--- config.mk ---
export PLATFORM = sky130hd
export DESIGN_NAME = lfc_lock_loop_config
export DESIGN_NICKNAME = d
export VERILOG_FILES = /design/src/lfc_pkg.sv /design/src/lfc_tick_div.sv /design/src/lfc_lock_loop_config.sv
export SDC_FILE = /design/constraint.sdc
export NUM_CORES = 1
export LEC_CHECK = 0
export ABC_AREA = 1
export BUFFER_PORTS_ARGS = -buffer_cell sky130_fd_sc_hd__clkbuf_2
export CAP_MARGIN = 0
export CORE_ASPECT_RATIO = 0.75
export CORE_MARGIN = 4
export CORE_UTILIZATION = 50
export CTS_CLUSTER_DIAMETER = 60
export DETAILED_ROUTE_END_ITERATION = 10
export PLACE_DENSITY = 0.66
export SYNTH_ARGS = -nofsm -noshare
export SYNTH_HDL_FRONTEND = slang
export SYNTH_HIERARCHICAL = 1
export SYNTH_SLANG_ARGS = --single-unit
--- constraint.sdc ---
create_clock -name clk -period 11.85 [get_ports clk]
set_clock_uncertainty 0.1 [all_clocks]
set_input_delay 0.5925 -clock clk [delete_from_list [all_inputs] [get_ports clk]]
set_output_delay 0.5925 -clock clk [all_outputs]
set_load 0.05 [all_outputs]
--- src/lfc_pkg.sv ---
// Package: register map, field layout, reset values and loop constants for the lock loop
package lfc_pkg;

  // ------------------------------------------------------------
  // Register offsets
  // ------------------------------------------------------------
  localparam logic [7:0] LFC_ADDR_ENABLES   = 8'h74;
  localparam logic [7:0] LFC_ADDR_RATIO     = 8'h75;
  localparam logic [7:0] LFC_ADDR_FRACTION  = 8'h76;
  localparam logic [7:0] LFC_ADDR_INTEGER   = 8'h77;
  localparam logic [7:0] LFC_ADDR_REFSEL    = 8'h78;
  localparam logic [7:0] LFC_ADDR_STATUS    = 8'h7B;

  // ------------------------------------------------------------
  // Field positions
  // ------------------------------------------------------------
  localparam int LFC_EN_LOOP_BIT    = 0;
  localparam int LFC_EN_OSC_BIT     = 1;
  localparam int LFC_EN_FRAC_BIT    = 2;
  localparam int LFC_OUTDIV_LSB     = 8;
  localparam int LFC_OUTDIV_MSB     = 13;
  localparam int LFC_RATE_LSB       = 4;
  localparam int LFC_RATE_MSB       = 6;
  localparam int LFC_FRATIO_LSB     = 0;
  localparam int LFC_FRATIO_MSB     = 2;
  localparam int LFC_INT_LSB        = 5;
  localparam int LFC_INT_MSB        = 14;
  localparam int LFC_GAIN_LSB       = 0;
  localparam int LFC_GAIN_MSB       = 3;
  localparam int LFC_PREDIV_LSB     = 3;
  localparam int LFC_PREDIV_MSB     = 4;
  localparam int LFC_SRC_LSB        = 0;
  localparam int LFC_SRC_MSB        = 1;
  localparam int LFC_ST_LOCK_BIT    = 0;
  localparam int LFC_ST_OSC_BIT     = 1;
  localparam int LFC_ST_REFOK_BIT   = 2;

  // ------------------------------------------------------------
  // Reset values
  // ------------------------------------------------------------
  localparam logic [2:0]  LFC_ENABLES_RST  = 3'h0;
  localparam logic [5:0]  LFC_OUTDIV_RST   = 6'h00;
  localparam logic [2:0]  LFC_RATE_RST     = 3'h0;
  localparam logic [2:0]  LFC_FRATIO_RST   = 3'h7;
  localparam logic [15:0] LFC_FRACTION_RST = 16'h0000;
  localparam logic [9:0]  LFC_INT_RST      = 10'h000;
  localparam logic [3:0]  LFC_GAIN_RST     = 4'h0;
  localparam logic [1:0]  LFC_PREDIV_RST   = 2'h0;
  localparam logic [1:0]  LFC_SRC_RST      = 2'h0;

  // ------------------------------------------------------------
  // Codes and loop constants
  // ------------------------------------------------------------
  typedef enum logic [1:0] {
    LFC_SRC_MASTER = 2'b00,
    LFC_SRC_BIT    = 2'b01,
    LFC_SRC_FRAME  = 2'b10,
    LFC_SRC_NONE   = 2'b11
  } lfc_src_t;

  localparam logic [5:0]  LFC_OUTDIV_MIN   = 6'h03;
  localparam logic [3:0]  LFC_GAIN_MAX     = 4'h8;
  localparam int          LFC_ERR_SHIFT    = 12;
  localparam logic [31:0] LFC_FREQ_INIT    = 32'h0100_0000;
  localparam logic [31:0] LFC_FREQ_MAX     = 32'h8000_0000;
  localparam logic [31:0] LFC_LOCK_WINDOW  = 32'h0001_0000;

endpackage : lfc_pkg

--- src/lfc_tick_div.sv ---
// Programmable divider: one output pulse for every divisor input pulses
module lfc_tick_div
  import lfc_pkg::*;
#(
  parameter int W = 7
) (
  input  wire logic         clk,
  input  wire logic         rst,
  input  wire logic         tickIn,
  input  wire logic [W-1:0] divisor,
  output logic              tickOut
);

  logic [W-1:0] count;

  // Count input pulses; a divisor of zero acts as one
  always_ff @(posedge clk or posedge rst) begin
    if (rst) begin
      count   <= '0;
      tickOut <= 1'b0;
    end else if (tickIn) begin
      if (divisor <= W'(1) || count >= divisor - W'(1)) begin
        count   <= '0;
        tickOut <= 1'b1;
      end else begin
        count   <= count + W'(1);
        tickOut <= 1'b0;
      end
    end else begin
      tickOut <= 1'b0;
    end
  end

endmodule : lfc_tick_div

--- src/lfc_lock_loop_config.sv ---
// Lock loop configuration registers with a digital frequency-locked oscillator
// Summary of operation
// - Control block runs at oscillator rate over code plus one, one to eight.
// - Ratio divider bits 2:0 reset 111, divide 1,2,4,8,16; 000 above 1MHz.
// - Sixteen-bit fraction multiplier in bits 15:0, top bit weighs one half.
// - Ten-bit integer multiplier in bits 14:5, bottom bit weighs one.
// - Loop gain bits 3:0 scale error by two to the code, up to 32768.
// - Pre-divider bits 4:3 divide by 1,2,4,8; source bits 1:0, 11 reserved.
// - Output rate is oscillator over output divider; codes 3 to 63 give 4 to 64.
module lfc_lock_loop_config
  import lfc_pkg::*;
(
  input  wire logic        clk,
  input  wire logic        rst,
  input  wire logic [7:0]  addr,
  input  wire logic [15:0] wdata,
  input  wire logic        wrStrobe,
  input  wire logic        rdStrobe,
  output logic      [15:0] rdata,
  input  wire logic        masterClkPin,
  input  wire logic        bitClkPin,
  input  wire logic        frameClkPin,
  output logic             oscTick,
  output logic             loopOutTick,
  output logic             locked
);

  // ------------------------------------------------------------
  // Register file
  // ------------------------------------------------------------
  logic [2:0]  enables;
  logic [5:0]  outputDivider;
  logic [2:0]  controlBlockRate;
  logic [2:0]  ratioDivider;
  logic [15:0] fractionMultiplier;
  logic [9:0]  integerMultiplier;
  logic [3:0]  loopGain;
  logic [1:0]  referencePrediv;
  logic [1:0]  referenceSource;
  logic        refSeen;

  wire logic loopEnable           = enables[LFC_EN_LOOP_BIT];
  wire logic loopOscillatorEnable = enables[LFC_EN_OSC_BIT];
  wire logic fractionalModeEnable = enables[LFC_EN_FRAC_BIT];

  // Register writes
  always_ff @(posedge clk or posedge rst) begin
    if (rst) begin
      enables            <= LFC_ENABLES_RST;
      outputDivider      <= LFC_OUTDIV_RST;
      controlBlockRate   <= LFC_RATE_RST;
      ratioDivider       <= LFC_FRATIO_RST;
      fractionMultiplier <= LFC_FRACTION_RST;
      integerMultiplier  <= LFC_INT_RST;
      loopGain           <= LFC_GAIN_RST;
      referencePrediv    <= LFC_PREDIV_RST;
      referenceSource    <= LFC_SRC_RST;
    end else if (wrStrobe) begin
      if (addr == LFC_ADDR_ENABLES) begin
        enables <= wdata[LFC_EN_FRAC_BIT:LFC_EN_LOOP_BIT];
      end else if (addr == LFC_ADDR_RATIO) begin
        outputDivider    <= wdata[LFC_OUTDIV_MSB:LFC_OUTDIV_LSB];
        controlBlockRate <= wdata[LFC_RATE_MSB:LFC_RATE_LSB];
        ratioDivider     <= wdata[LFC_FRATIO_MSB:LFC_FRATIO_LSB];
      end else if (addr == LFC_ADDR_FRACTION) begin
        fractionMultiplier <= wdata;
      end else if (addr == LFC_ADDR_INTEGER) begin
        integerMultiplier <= wdata[LFC_INT_MSB:LFC_INT_LSB];
        loopGain          <= wdata[LFC_GAIN_MSB:LFC_GAIN_LSB];
      end else if (addr == LFC_ADDR_REFSEL) begin
        referencePrediv <= wdata[LFC_PREDIV_MSB:LFC_PREDIV_LSB];
        referenceSource <= wdata[LFC_SRC_MSB:LFC_SRC_LSB];
      end
    end
  end

  // Register reads; data stands only in the cycle after the strobe
  always_ff @(posedge clk or posedge rst) begin
    if (rst) begin
      rdata <= 16'h0000;
    end else if (rdStrobe) begin
      if (addr == LFC_ADDR_ENABLES) begin
        rdata <= {13'h0000, enables};
      end else if (addr == LFC_ADDR_RATIO) begin
        rdata <= {2'h0, outputDivider, 1'b0, controlBlockRate, 1'b0, ratioDivider};
      end else if (addr == LFC_ADDR_FRACTION) begin
        rdata <= fractionMultiplier;
      end else if (addr == LFC_ADDR_INTEGER) begin
        rdata <= {1'b0, integerMultiplier, 1'b0, loopGain};
      end else if (addr == LFC_ADDR_REFSEL) begin
        rdata <= {11'h000, referencePrediv, 1'b0, referenceSource};
      end else if (addr == LFC_ADDR_STATUS) begin
        rdata <= {13'h0000, refSeen, loopOscillatorEnable, locked};
      end else begin
        rdata <= 16'h0000;
      end
    end else begin
      rdata <= 16'h0000;
    end
  end

  // ------------------------------------------------------------
  // Reference pin synchronisers and source select
  // ------------------------------------------------------------
  logic [2:0] pinSync1;
  logic [2:0] pinSync2;
  logic [2:0] pinSync3;
  logic [2:0] pinLevel;
  logic       refLevelDly;
  logic       refLevel;
  logic       refRise;

  // Three stages; a level counts once stages two and three agree
  always_ff @(posedge clk or posedge rst) begin
    if (rst) begin
      pinSync1 <= 3'h0;
      pinSync2 <= 3'h0;
      pinSync3 <= 3'h0;
      pinLevel <= 3'h0;
    end else begin
      pinSync1 <= {frameClkPin, bitClkPin, masterClkPin};
      pinSync2 <= pinSync1;
      pinSync3 <= pinSync2;
      pinLevel <= (pinSync2 & pinSync3) | (pinLevel & (pinSync2 ^ pinSync3));
    end
  end

  // Source select; the reserved code gives no reference at all
  always_comb begin
    case (lfc_src_t'(referenceSource))
      LFC_SRC_MASTER: refLevel = pinLevel[0];
      LFC_SRC_BIT:    refLevel = pinLevel[1];
      LFC_SRC_FRAME:  refLevel = pinLevel[2];
      default:        refLevel = 1'b0;
    endcase
  end

  // Rising edge of the chosen reference
  always_ff @(posedge clk or posedge rst) begin
    if (rst) begin
      refLevelDly <= 1'b0;
    end else begin
      refLevelDly <= refLevel;
    end
  end
  assign refRise = refLevel & ~refLevelDly;

  // ------------------------------------------------------------
  // Dividers: reference pre-divider, control rate, output divider
  // ------------------------------------------------------------
  logic       refTick;
  logic       ctrlTick;
  logic [6:0] prediv;
  logic [6:0] ctrlDiv;
  logic [6:0] outDiv;

  assign prediv  = 7'(1) << referencePrediv;
  assign ctrlDiv = 7'(controlBlockRate) + 7'h01;
  assign outDiv  = 7'(outputDivider) + 7'h01;

  lfc_tick_div #(.W(7)) u_prediv (
    .clk     (clk),
    .rst     (rst),
    .tickIn  (refRise),
    .divisor (prediv),
    .tickOut (refTick)
  );

  lfc_tick_div #(.W(7)) u_ctrl_div (
    .clk     (clk),
    .rst     (rst),
    .tickIn  (oscTick),
    .divisor (ctrlDiv),
    .tickOut (ctrlTick)
  );

  // Reserved output codes keep the output still
  lfc_tick_div #(.W(7)) u_out_div (
    .clk     (clk),
    .rst     (rst),
    .tickIn  (oscTick & (outputDivider >= LFC_OUTDIV_MIN)),
    .divisor (outDiv),
    .tickOut (loopOutTick)
  );

  // ------------------------------------------------------------
  // Oscillator and frequency loop
  // ------------------------------------------------------------
  logic        [31:0] phaseAcc;
  logic        [31:0] freqWord;
  logic        [15:0] oscCount;
  logic        [2:0]  ratioShift;
  logic        [29:0] target;
  logic signed [47:0] errNow;
  logic signed [47:0] errHeld;
  logic               errPending;
  logic signed [47:0] next_freq;

  // Phase accumulator; its carry is one oscillator cycle
  always_ff @(posedge clk or posedge rst) begin
    if (rst) begin
      phaseAcc <= 32'h0000_0000;
      oscTick  <= 1'b0;
    end else if (loopOscillatorEnable) begin
      {oscTick, phaseAcc} <= {1'b0, phaseAcc} + {1'b0, freqWord};
    end else begin
      oscTick <= 1'b0;
    end
  end

  // Ratio code to shift; 1XX all give sixteen
  always_comb begin
    if (ratioDivider[2]) begin
      ratioShift = 3'h4;
    end else begin
      ratioShift = ratioDivider;
    end
  end

  // Oscillator cycles wanted per divided reference cycle, 16 fraction bits
  assign target = 30'({integerMultiplier,
                       fractionalModeEnable ? fractionMultiplier : 16'h0000}) << ratioShift;
  assign errNow = 48'(target) - 48'({oscCount, 16'h0000});

  // Count oscillator cycles over one divided reference period
  always_ff @(posedge clk or posedge rst) begin
    if (rst) begin
      oscCount   <= 16'h0000;
      errHeld    <= 48'sh0;
      errPending <= 1'b0;
      locked     <= 1'b0;
      refSeen    <= 1'b0;
    end else if (refTick) begin
      oscCount   <= 16'h0000;
      errHeld    <= errNow;
      errPending <= loopEnable;
      refSeen    <= 1'b1;
      // Signed window; an unsigned bound would never let a small error pass
      locked     <= loopEnable && (errNow < $signed(48'(LFC_LOCK_WINDOW)))
                    && (errNow > -$signed(48'(LFC_LOCK_WINDOW)));
    end else begin
      if (oscTick && oscCount != 16'hFFFF) begin
        oscCount <= oscCount + 16'h0001;
      end
      if (ctrlTick) begin
        errPending <= 1'b0;
      end
      if (!loopEnable) begin
        locked <= 1'b0;
      end
    end
  end

  // Error scaled by the gain, applied once per divided reference period at the next control block tick
  always_comb begin
    next_freq = $signed(48'(freqWord)) + ((errHeld <<< loopGain) >>> LFC_ERR_SHIFT);
    if (next_freq < 48'sh1) begin
      next_freq = 48'sh1;
    end else if (next_freq > $signed(48'(LFC_FREQ_MAX))) begin
      next_freq = 48'(LFC_FREQ_MAX);
    end
  end

  always_ff @(posedge clk or posedge rst) begin
    if (rst) begin
      freqWord <= LFC_FREQ_INIT;
    end else if (ctrlTick && errPending && loopEnable) begin
      freqWord <= next_freq[31:0];
    end
  end

endmodule : lfc_lock_loop_config

# Yosys cells after proc, flatten, opt, wreduce, memory -nomap -nowiden
# Cells that the tools add are included.
# classes
add_sub_neg	12
n_lt_le_gt_ge	11
n_eq_ne	10
shifts	3
mux	28
n_bitwise	11
n_reduce_logical	16
# ops
cell	n
2-to-1 mux 16 bit	7
2-to-1 mux 32 bit	2
equality test 8 x 7 -> 1 bit, second input constant	6
<<< shifter 33 x 4 -> 48 bit	1
adder 33 x 36 -> 37 bit	1
> comparator 37 x 33 -> 1 bit, second input constant	1
< comparator 37 x 2 -> 1 bit, second input constant	1
adder 32 x 32 -> 33 bit	1
> comparator 33 x 17 -> 1 bit, second input constant	1
< comparator 33 x 18 -> 1 bit, second input constant	1
subtractor 30 x 32 -> 33 bit	1
left shift 26 x 3 -> 30 bit	1
adder 7 x 1 -> 7 bit, second input constant	3
>= comparator 7 bit	3
2-to-1 mux 7 bit	3
adder 16 x 1 -> 16 bit, second input constant	1
!= test 16 bit, second input constant	1
2-to-1 mux 15 bit	1
<= comparator 7 x 1 -> 1 bit, second input constant	2
subtractor 7 x 1 -> 7 bit, second input constant	2
2-to-1 mux 1 bit	11
adder 6 x 1 -> 7 bit, second input constant	1
left shift 1 x 2 -> 7 bit, first input constant	1
bitwise AND 3 bit	2
23 further kinds	36
# totals
register_bits	219
inputBits	31
output_inout_bits	19
word_cells	120

# Longest topological paths before layout
# Gate-level depths: netlist (run 1).
# depth
word_depth	8
mapped_depth	32

# Modules after synthesis
# Netlist (run 1), hierarchy kept.
# by_module_without_submodules
mod	instances	cells_each	area_per_inst_um2	seq_area_each_um2
lfc_lock_loop_config	1	2380	15588.7	4884.7
lfc_tick_div (u_ctrl_div ...)	2	92	734.5	200.2
lfc_tick_div (u_prediv)	1	92	721.9	200.2

# Least setup slack after synthesis (run 1)
# No wires, ideal clock.
# synth_path
path_type	register to register
from	register loopGain[0]
to	register freqWord[1]
setup_time_ns	0.117
arrival_ns	3.650
required_ns	11.633
setup_slack_ns	7.983
stages_incl_launch_ff	32
period_less_slack_ns	3.867
cell_sequence	dfrtp_1 buf_6 inv_2 clkbuf_1 clkbuf_1 nand2_1 nand3_1 o21ai_0 o21ai_0 nor2_1 a21oi_1 ha_1 fa_1 nand3_1 nand3_2 nand2_1 nand2_2 nand2_2 nand2_2 nand2_2 nand2_2 nand2_1 nand3_2 nand2_1 nand2_1 and2_4 nand4_2 nor2_2 nor2_2 buf_6 nand3_2 nand2_1
# synth_between
elab_chain_len	5
word_cells_on_any_way	6
classes_between	1 x add/sub; 2 x order compare; 1 x shift; 2 x mux
# synth_lines
element	line	source
start: declaration	lfc_lock_loop_config.sv:37	logic [3:0] loopGain;
start signal: assignment	lfc_lock_loop_config.sv:69	loopGain <= wdata[LFC_GAIN_MSB:LFC_GAIN_LSB];
<<< shifter 33 x 4 -> 48 bit (*)	lfc_lock_loop_config.sv:256	next_freq = $signed(48'(freqWord)) + ((errHeld <<< loopGain) >>> LFC_ERR_SHIFT);
adder 33 x 36 -> 37 bit (*)	lfc_lock_loop_config.sv:256	
> comparator 37 x 33 -> 1 bit	lfc_lock_loop_config.sv:259	end else if (next_freq > $signed(48'(LFC_FREQ_MAX))) begin
2-to-1 mux 32 bit	lfc_lock_loop_config.sv:259	
2-to-1 mux 32 bit (*)	lfc_lock_loop_config.sv:257	if (next_freq < 48'sh1) begin
end signal: assignment	lfc_lock_loop_config.sv:268	freqWord <= next_freq[31:0];
end: declaration	lfc_lock_loop_config.sv:190	logic [31:0] freqWord;
# Mark *: on every way between the ends. The rest lies on a longest branch, timed or not.
# A chain may end at the register's enable or synchronous reset.

# Worst setup path after layout (run 1)
# layout_path
from	register loopGain[0]
to	register freqWord[0]
# Same word-level chain as after synthesis.

==> results.cfg, run 1 <==
[global_routing]
grt_max_degree = 130
grt_pass1_wl_um = 83800
grt_pass1_vias = 15700
grt_usage_pct = 26.6
antenna_found_initial = 2
grt_overflow = 0

[detailed_routing]
ant_nets = 0
routedWlPerCell_um = 16.3
drtPass1Iterations = 6
post_drt_via_cell_ratio = 5.46
first_iter_violations = 1962
routed_wl_um = 51500
drc = 0
vias = 17300

[clock_tree]
cts_root_buf = clkbuf_16
clockBufferDepth = 3
insertion_delay_ns = 0.58
cts_tree = built
cts_max_level = 1
numCtsBuffers = 27
cts_sinks = 219
clk_pin_slew_worst_paths_ns = 0.06

[worst_hold_path]
worstHoldPathCells = 1
hold_path_end = pinSync1[0]$_DFF_PP0_
min_from = masterClkPin
min_path_type = input pin to register

[synthesis]
syn_area_mm2 = 0.0178
synth_edf_count = 0
synthFlopType = dfrtp_1
ys_ff_latch = 219
ys_seq_area_share_pct = 30.9
synthCells = 2656
async_flop_share_pct = 100
yosys_warnings = 6
avgSynthCellArea_um2 = 6.69
synth_cell_types = 62

[placement]
dp_cells = 3109
gp_congestion = 1.02
post-dp-hpwl_um = 40500
portBuffers = 49
place_area_mm2 = 0.0184

[power_and_ir_drop]
peakVddDrop_uv = 144
power.leakage_uw = 0.0101
p_per_area_mw_per_mm2 = 138

[setup_path]
cp_data_required_time_ns = 12.24
crit_type = register to register
r2r-start = loopGain[0]$_DFFE_PP0P_
crit_chain = buf_4, inv_2, o21ai_0, o21ai_0, nor2_1, a31oi_1, o21ai_0, ha_1, nand2_1, nor2_1, and2_1, nand2_1, nand2_2, xor2_2, nand2_1, nor2_1, nand3_1, nor3_1, nand3_1, nand3_2, nand2_1, a21oi_2
worst_setup_path_end_kind = register
rr_worst_depth = 22
start_kind = register
reg2reg_slack_ns = 6.40
cp_max_fo = 37
cp_slowest_cell = nand3_2
reg2reg_to = freqWord[0]$_DFFE_PP0P_
crit_top_cell = nand2_1
crit_buf_inv = 2
cpPeakStageDelay_ns = 0.63
critical-path-top-delay-family = simple AND/OR/NAND/NOR gates
worst_ep_arrival_time_ns = 5.84

[sta]
final_max_slew_viol_count = 0
fin_crit_ns = 5.45
final_hold_viol_count = 0
rsz0062_at_grt = no
timing.hold.ws_ns = 0.0384
max_slew_margin_pct = 28.7
tightest_slew_ns = 1.06
setup_viol = 0
finalCritPeriodShare_pct = 46.0
fmax_mhz = 183
fin_setup_tns_ns = 0

[run]
max_cap_violations = 0

[finish]
drive_gt1_share_pct = 8.32
seqCellArea_mm2 = 0.00549
final_area_mm2 = 0.0194
multi_input_area_mm2 = 0.0107
fin_nets = 2832
final_cell_mix = 859 x nand2_1, 323 x inv_1, 237 x o21ai_0
fillers = 3339
num_antenna_cells = 0
layout_commonest_cell = nand2_1
final_util_pct = 55.5
synthToLayoutAreaGrowth_pct = 9.04
layoutNonFillerInstCount = 3162

[floorplan]
die_h_um = 171
ios = 50
die_area_mm2 = 0.0387
num_rows = 59
core_area_mm2 = 0.0349
initial_core_util_pct = 50.9
die_x_um = 226

[outcome]
status = complete, no violations
-- state kept, by name, summed over array words and instances, names as in the netlist, 4 cells and up --
signal,flops
errHeld,33
fractionMultiplier,16
freqWord,32
integerMultiplier,10
loopGain,4
oscCount,16
outputDivider,6
phaseAcc,32
rdata,16
u_ctrl_div/count,7
u_out_div/count,7
u_prediv/count,7
-- routing by layer --
| layer | up-vias | GRT usage (%) | routed length, um |
|---|---|---|---|
| li1 | 8666 | - | - |
| met1 | 7942 | 42.1 | 25500 |
| met2 | 601 | 37.0 | 20100 |
| met3 | 51 | 6.60 | 5130 |
| met4 | 2 | 4.34 | 798 |
| met5 | - | 0 | 13 |
-- per-stage QoR --
step	power, uW	worst slack (ns)
6_report	2680	6.40
5_1_grt	2860	5.90
4_1_cts	2680	6.48
3_5_place_dp	1770	6.53
3_3_place_gp	1760	6.58
2_1_floorplan	1550	5.85
-- logic make-up (layout without fill, tap and decap cells) --
| logic type | Yosys count | after routing | synth area share [%] |
|---|---|---|---|
| AND/OR/NAND/NOR | 1354 | 1354 | 32.9 |
| AO/OA/AOI/OAI | 468 | 468 | 14.6 |
| buffers and inverters | 418 | 454 | 9.31 |
| flip-flops | 219 | 219 | 30.9 |
| adder cells (fa/ha/maj) | 117 | 117 | 8.36 |
| XOR/XNOR | 69 | 69 | 3.44 |
| multiplexers | 10 | 10 | 0.570 |
| other | 1 | 14 | 0.0211 |
-- worst max-delay path by stage --
stage	cells past startpoint	start	end	slack, ns
floorplan	1	rst	controlBlockRate[0]$_DFFE_PP0P_	5.85
global placement	23	loopGain[0]$_DFFE_PP0P_	freqWord[0]$_DFFE_PP0P_	6.58
detailed placement	22	loopGain[0]$_DFFE_PP0P_	freqWord[0]$_DFFE_PP0P_	6.53
CTS	23	loopGain[0]$_DFFE_PP0P_	freqWord[0]$_DFFE_PP0P_	6.48
global route	24	loopGain[0]$_DFFE_PP0P_	freqWord[0]$_DFFE_PP0P_	5.90
finish	22	loopGain[0]$_DFFE_PP0P_	freqWord[0]$_DFFE_PP0P_	6.40
-- area by class of cell --
type                            count  area share [%]
Timing Repair Buffer               65            1.92
Multi-Input combinational cell   2032            55.2
Clock inverter                     17            1.25
Sequential cell                   219            28.3
Inverter                          339            6.60
Tap cell                          457            2.95
Clock buffer                       33            3.81
-- worst reg2reg max path: stages (launching register included) --
cell and delay [ns]:
dfrtp_1 0.36, buf_4 0.23, inv_2 0.40, o21ai_0 0.26
o21ai_0 0.28, nor2_1 0.07, a31oi_1 0.28, o21ai_0 0.18
ha_1 0.39, nand2_1 0.12, nor2_1 0.18, and2_1 0.15
nand2_1 0.06, nand2_2 0.15, xor2_2 0.31, nand2_1 0.09
nor2_1 0.12, nand3_1 0.18, nor3_1 0.36, nand3_1 0.14
nand3_2 0.63, nand2_1 0.18, a21oi_2 0.14
-- cells in the mapped netlist, drive strengths merged (5+ instances only) --
| library cell | n | area (um2) |
|---|---|---|
| nor2 | 203 | 812 |
| ha | 114 | 1430 |
| o221ai | 5 | 43.8 |
| o21a | 5 | 37.5 |
| a21o | 7 | 52.6 |
| buf | 23 | 173 |
| o21bai | 9 | 67.6 |
| mux2i | 9 | 90.1 |
| o211ai | 7 | 52.6 |
| and2 | 5 | 33.8 |
| a21oi | 138 | 736 |
| inv | 336 | 1260 |
| nand3 | 173 | 1030 |
| or2 | 12 | 75.1 |
| nor3 | 33 | 198 |
| nor4 | 10 | 68.8 |
| dfrtp | 215 | 5380 |
| xor2 | 46 | 410 |
| a31oi | 31 | 194 |
| nand4 | 25 | 163 |
| clkbuf | 56 | 210 |
| a221oi | 5 | 43.8 |
| o22ai | 9 | 56.3 |
| nand2 | 879 | 3360 |
| xnor2 | 23 | 201 |
| nand3b | 11 | 82.6 |
| o21ai | 239 | 1200 |
-- timing repair --
item,4_1_cts,5_1_grt
buffers inserted,0,0
resized for setup,0,0
endpoints found under the hold margin,26,0
hold buffers,3,0
setup endpoints to repair,0,0
-- where the power goes --
group / internal [uW] / switching (uW)
sequential: 816 / 77.7
combinational: 276 / 604
clock: 539 / 363
total: 1630 / 1040
Note: power is estimated with default switching activity, not from simulation.
==> run 2, diff against run 1 <==
ABC_AREA = 0   (was 1)
PLACE_DENSITY = 0.69   (was 0.66)
clock period = 4.7 ns   (was 11.85 ns; I/O delays follow)
==> run 2 against run 1 <==
Against the previous run:
- the flow now finishes with violations (setup timing)
- sequential power rose by 140%
- die area fell by 6.9%
- final area rose by 6.5%
- synthesized cell count fell by 35%
- critical path depth fell by 3
- count of clock-buffer cells in the layout rose by 3
- routed wire length fell by 10%
- global-route usage fell by 0.88 points
- flip-flop and latch count did not move
- critical path type unchanged
- largest power group is now combinational logic
==> results.cfg, run 2 <==
[global_routing]
antenna_found_initial = 0
grt_usage_pct = 25.8
grt_max_degree = 144
grt_pass1_vias = 14000
grt_overflow = 0
grt_pass1_wl_um = 75000

[synthesis]
synth_cell_types = 94
synth_compound_area_share_pct = 17.3
synth_area_leader_cell = dfrtp_1
synth_mux_area_share_pct = 16.7
synthXorXnorAreaFrac_pct = 5.63
ys_top_cells_by_count = 215 x dfrtp_1, 121 x nand2_1, 115 x nor2_1, 114 x ha_1, 114 x mux2_2
synth_edf_count = 0
avgSynthCellArea_um2 = 9.60
ys_ff_latch = 219
synthFlopType = dfrtp_1
ys_seq_area_share_pct = 33.2
synth.most_common_cell = dfrtp_1
synth_adder_area_share_pct = 9.01
synth_top_area_share_pct = 32.6
synth_top_family_by_area = compound AO/OA/AOI/OAI gates
synthSimpleGateAreaFrac_pct = 14.1
synthCells = 1719
yosys-top-cells-area = dfrtp_1 33%, ha_1 8.6%, mux2_2 7.8%
yosys_warnings = 6
async_flop_share_pct = 100
syn_area_mm2 = 0.0165

[detailed_routing]
first_iter_violations = 1239
routed_wl_um = 46200
drtPass1Iterations = 6
vias = 14500
ant_nets = 0
drc = 0
post_drt_via_cell_ratio = 5.89
routedWlPerCell_um = 18.8

[floorplan]
die_area_mm2 = 0.0360
core_area_mm2 = 0.0324
die_h_um = 165
die_x_um = 218
ios = 50
initial_core_util_pct = 50.9
num_rows = 57

[finish]
synthToLayoutAreaGrowth_pct = 25.1
num_antenna_cells = 0
drive_gt1_share_pct = 29.4
final_util_pct = 63.6
regMostFlops = errHeld
fin_nets = 2141
layout_commonest_cell = buf_4
final_cell_mix = 219 x buf_4, 211 x dfrtp_1, 119 x nand2_1
top_regs = errHeld: 33 flops, freqWord: 32 flops, phaseAcc: 32 flops
largest_register_ffs = 33

[placement]
post-dp-hpwl_um = 34100
portBuffers = 49
gp_congestion = 0.925
place_ws_ns = -0.491

[clock_tree]
cts_sinks = 219
clk_pin_slew_worst_paths_ns = 0.06
clockBufferDepth = 3
cts_root_buf = clkbuf_16
insertion_delay_ns = 0.56
numCtsBuffers = 27
cts_tree = built
cts_max_level = 1

[sta]
fin_setup_tns_ns = -13.44
rsz0062_at_grt = yes
worst_slack_ns = -0.527
final_max_slew_viol_count = 0
tightest_slew_ns = 0.960
fin_crit_ns = 5.23
fmax_mhz = 191
max_slew_margin_pct = 35.9
finalCritPeriodShare_pct = 111
final_hold_viol_count = 0
setup_viol = 32

[worst_hold_path]
min_path_type = input pin to asynchronous set/reset pin

[setup_path]
worst_ep_arrival_time_ns = 5.62
cpPeakStageDelay_ns = 0.57
cp_data_required_time_ns = 5.10
crit_type = register to register
cp_max_fo = 7
start_kind = register
crit_chain = buf_12, buf_6, mux4_2, mux2i_2, mux2i_1, ha_1, and3_1, a221o_1, a21oi_1, o21ai_2, xor2_1, or4b_4, a211oi_2, nand4b_1, nor4_4, mux2i_4, buf_12, clkbuf_16, a22o_1
cp_slowest_cell = or4b_4
crit_top_cell = buf_12
worst_setup_path_end_kind = register

[outcome]
status = finished, violations left
failed_checks = setup timing

[power_and_ir_drop]
total_power_uw = 7250
power.leakage_uw = 0.00953
p_per_area_mw_per_mm2 = 351
peakVddDrop_uv = 323

[run]
max_cap_violations = 0
## run 2: changes by cell type in the layout (fill, tap and decap cells not counted), sizes merged, moves of 88 or more
cell / previous run / this run
nand2: 879 / 121
inv: 340 / 84
buf: 13 / 238
o21ai: 239 / 90
nand3: 173 / 31
mux2: 1 / 114
nor2: 203 / 115
## run 2: critical path, delay by kind of cell, from the launching register on
kind / cells / cell delay (ns)
xor+xnor: 1 / 0.17
flops: 1 / 0.45
simple gates: 4 / 1.29
mux: 4 / 1.31
compound gates: 5 / 0.90
fa+ha+maj: 1 / 0.37
buf+inv: 4 / 0.58
## run 2: where the power goes
part           switching, uW  total [uW]  internal (uW)
clock                    870        2340           1470
combinational           1420        2740           1320
sequential               155        2170           2020
total                   2450        7250           4800
## run 2: cells by family after synthesis
group | after synthesis
DFF | 219
and+or+nand+nor | 460
buffers and inverters | 161
adders and majority gates | 117
muxes | 231
xor gates and xnor gates | 106
other | 1
AOI/OAI and AO/OA | 424
## run 2: cell type report
type                       instances  area (um2)
inverter                          84         319
timing repair buffer             309        2440
multi-input combinational       1352       10800
clock inverter                    14         240
fill                            2648       11800
clock buffer                      36         759
tap                              442         553
sequential                       219        5490
## run 2: final timing paths
path	startpoint	to	slack, ns	depth (start not counted)
min reg2reg	pinSync1[1]$_DFF_PP0_	pinSync2[1]$_DFF_PP0_	0.25	0
min	rst	rdata[3]$_DFF_PP0_	0.04	3
min in group clk	wrStrobe	enables[1]$_DFFE_PP0P_	0.06	3
max	loopGain[0]$_DFFE_PP0P_	freqWord[12]$_DFFE_PP0P_	-0.53	19
max in group asynchronous	rst	phaseAcc[3]$_DFFE_PP0P_	3.47	4
max reg2reg	loopGain[0]$_DFFE_PP0P_	freqWord[12]$_DFFE_PP0P_	-0.53	19
## run 2: through the flow
step	instances	cell area, um2	hold slack, ns
floorplan	1732	16600	-0.0493
global placement	2348	18600	0.0568
detailed placement	2348	18600	0.0541
CTS	2449	20400	0.0120
global route	2456	20600	0.0682
finish	2456	20600	0.0393
## run 2: repair_timing
item,in CTS,in global routing
pin swaps,20,12
hold buffers,21,0
endpoints found under the hold margin,278,0
endpoints found under the setup margin,32,32
gates cloned,2,1
buffers inserted,29,6
gates resized for setup,62,37
## run 2: per-layer routing
metal	routed length [um]	part of all wire, %	up-vias	global-route usage [%]
met2	19500	42	409	38.1
met3	3480	7.5	53	5.43
met4	750	1.6	0	4.45
met5	0	0	-	0
li1	-	-	6869	-
met1	22500	49	7123	39.4
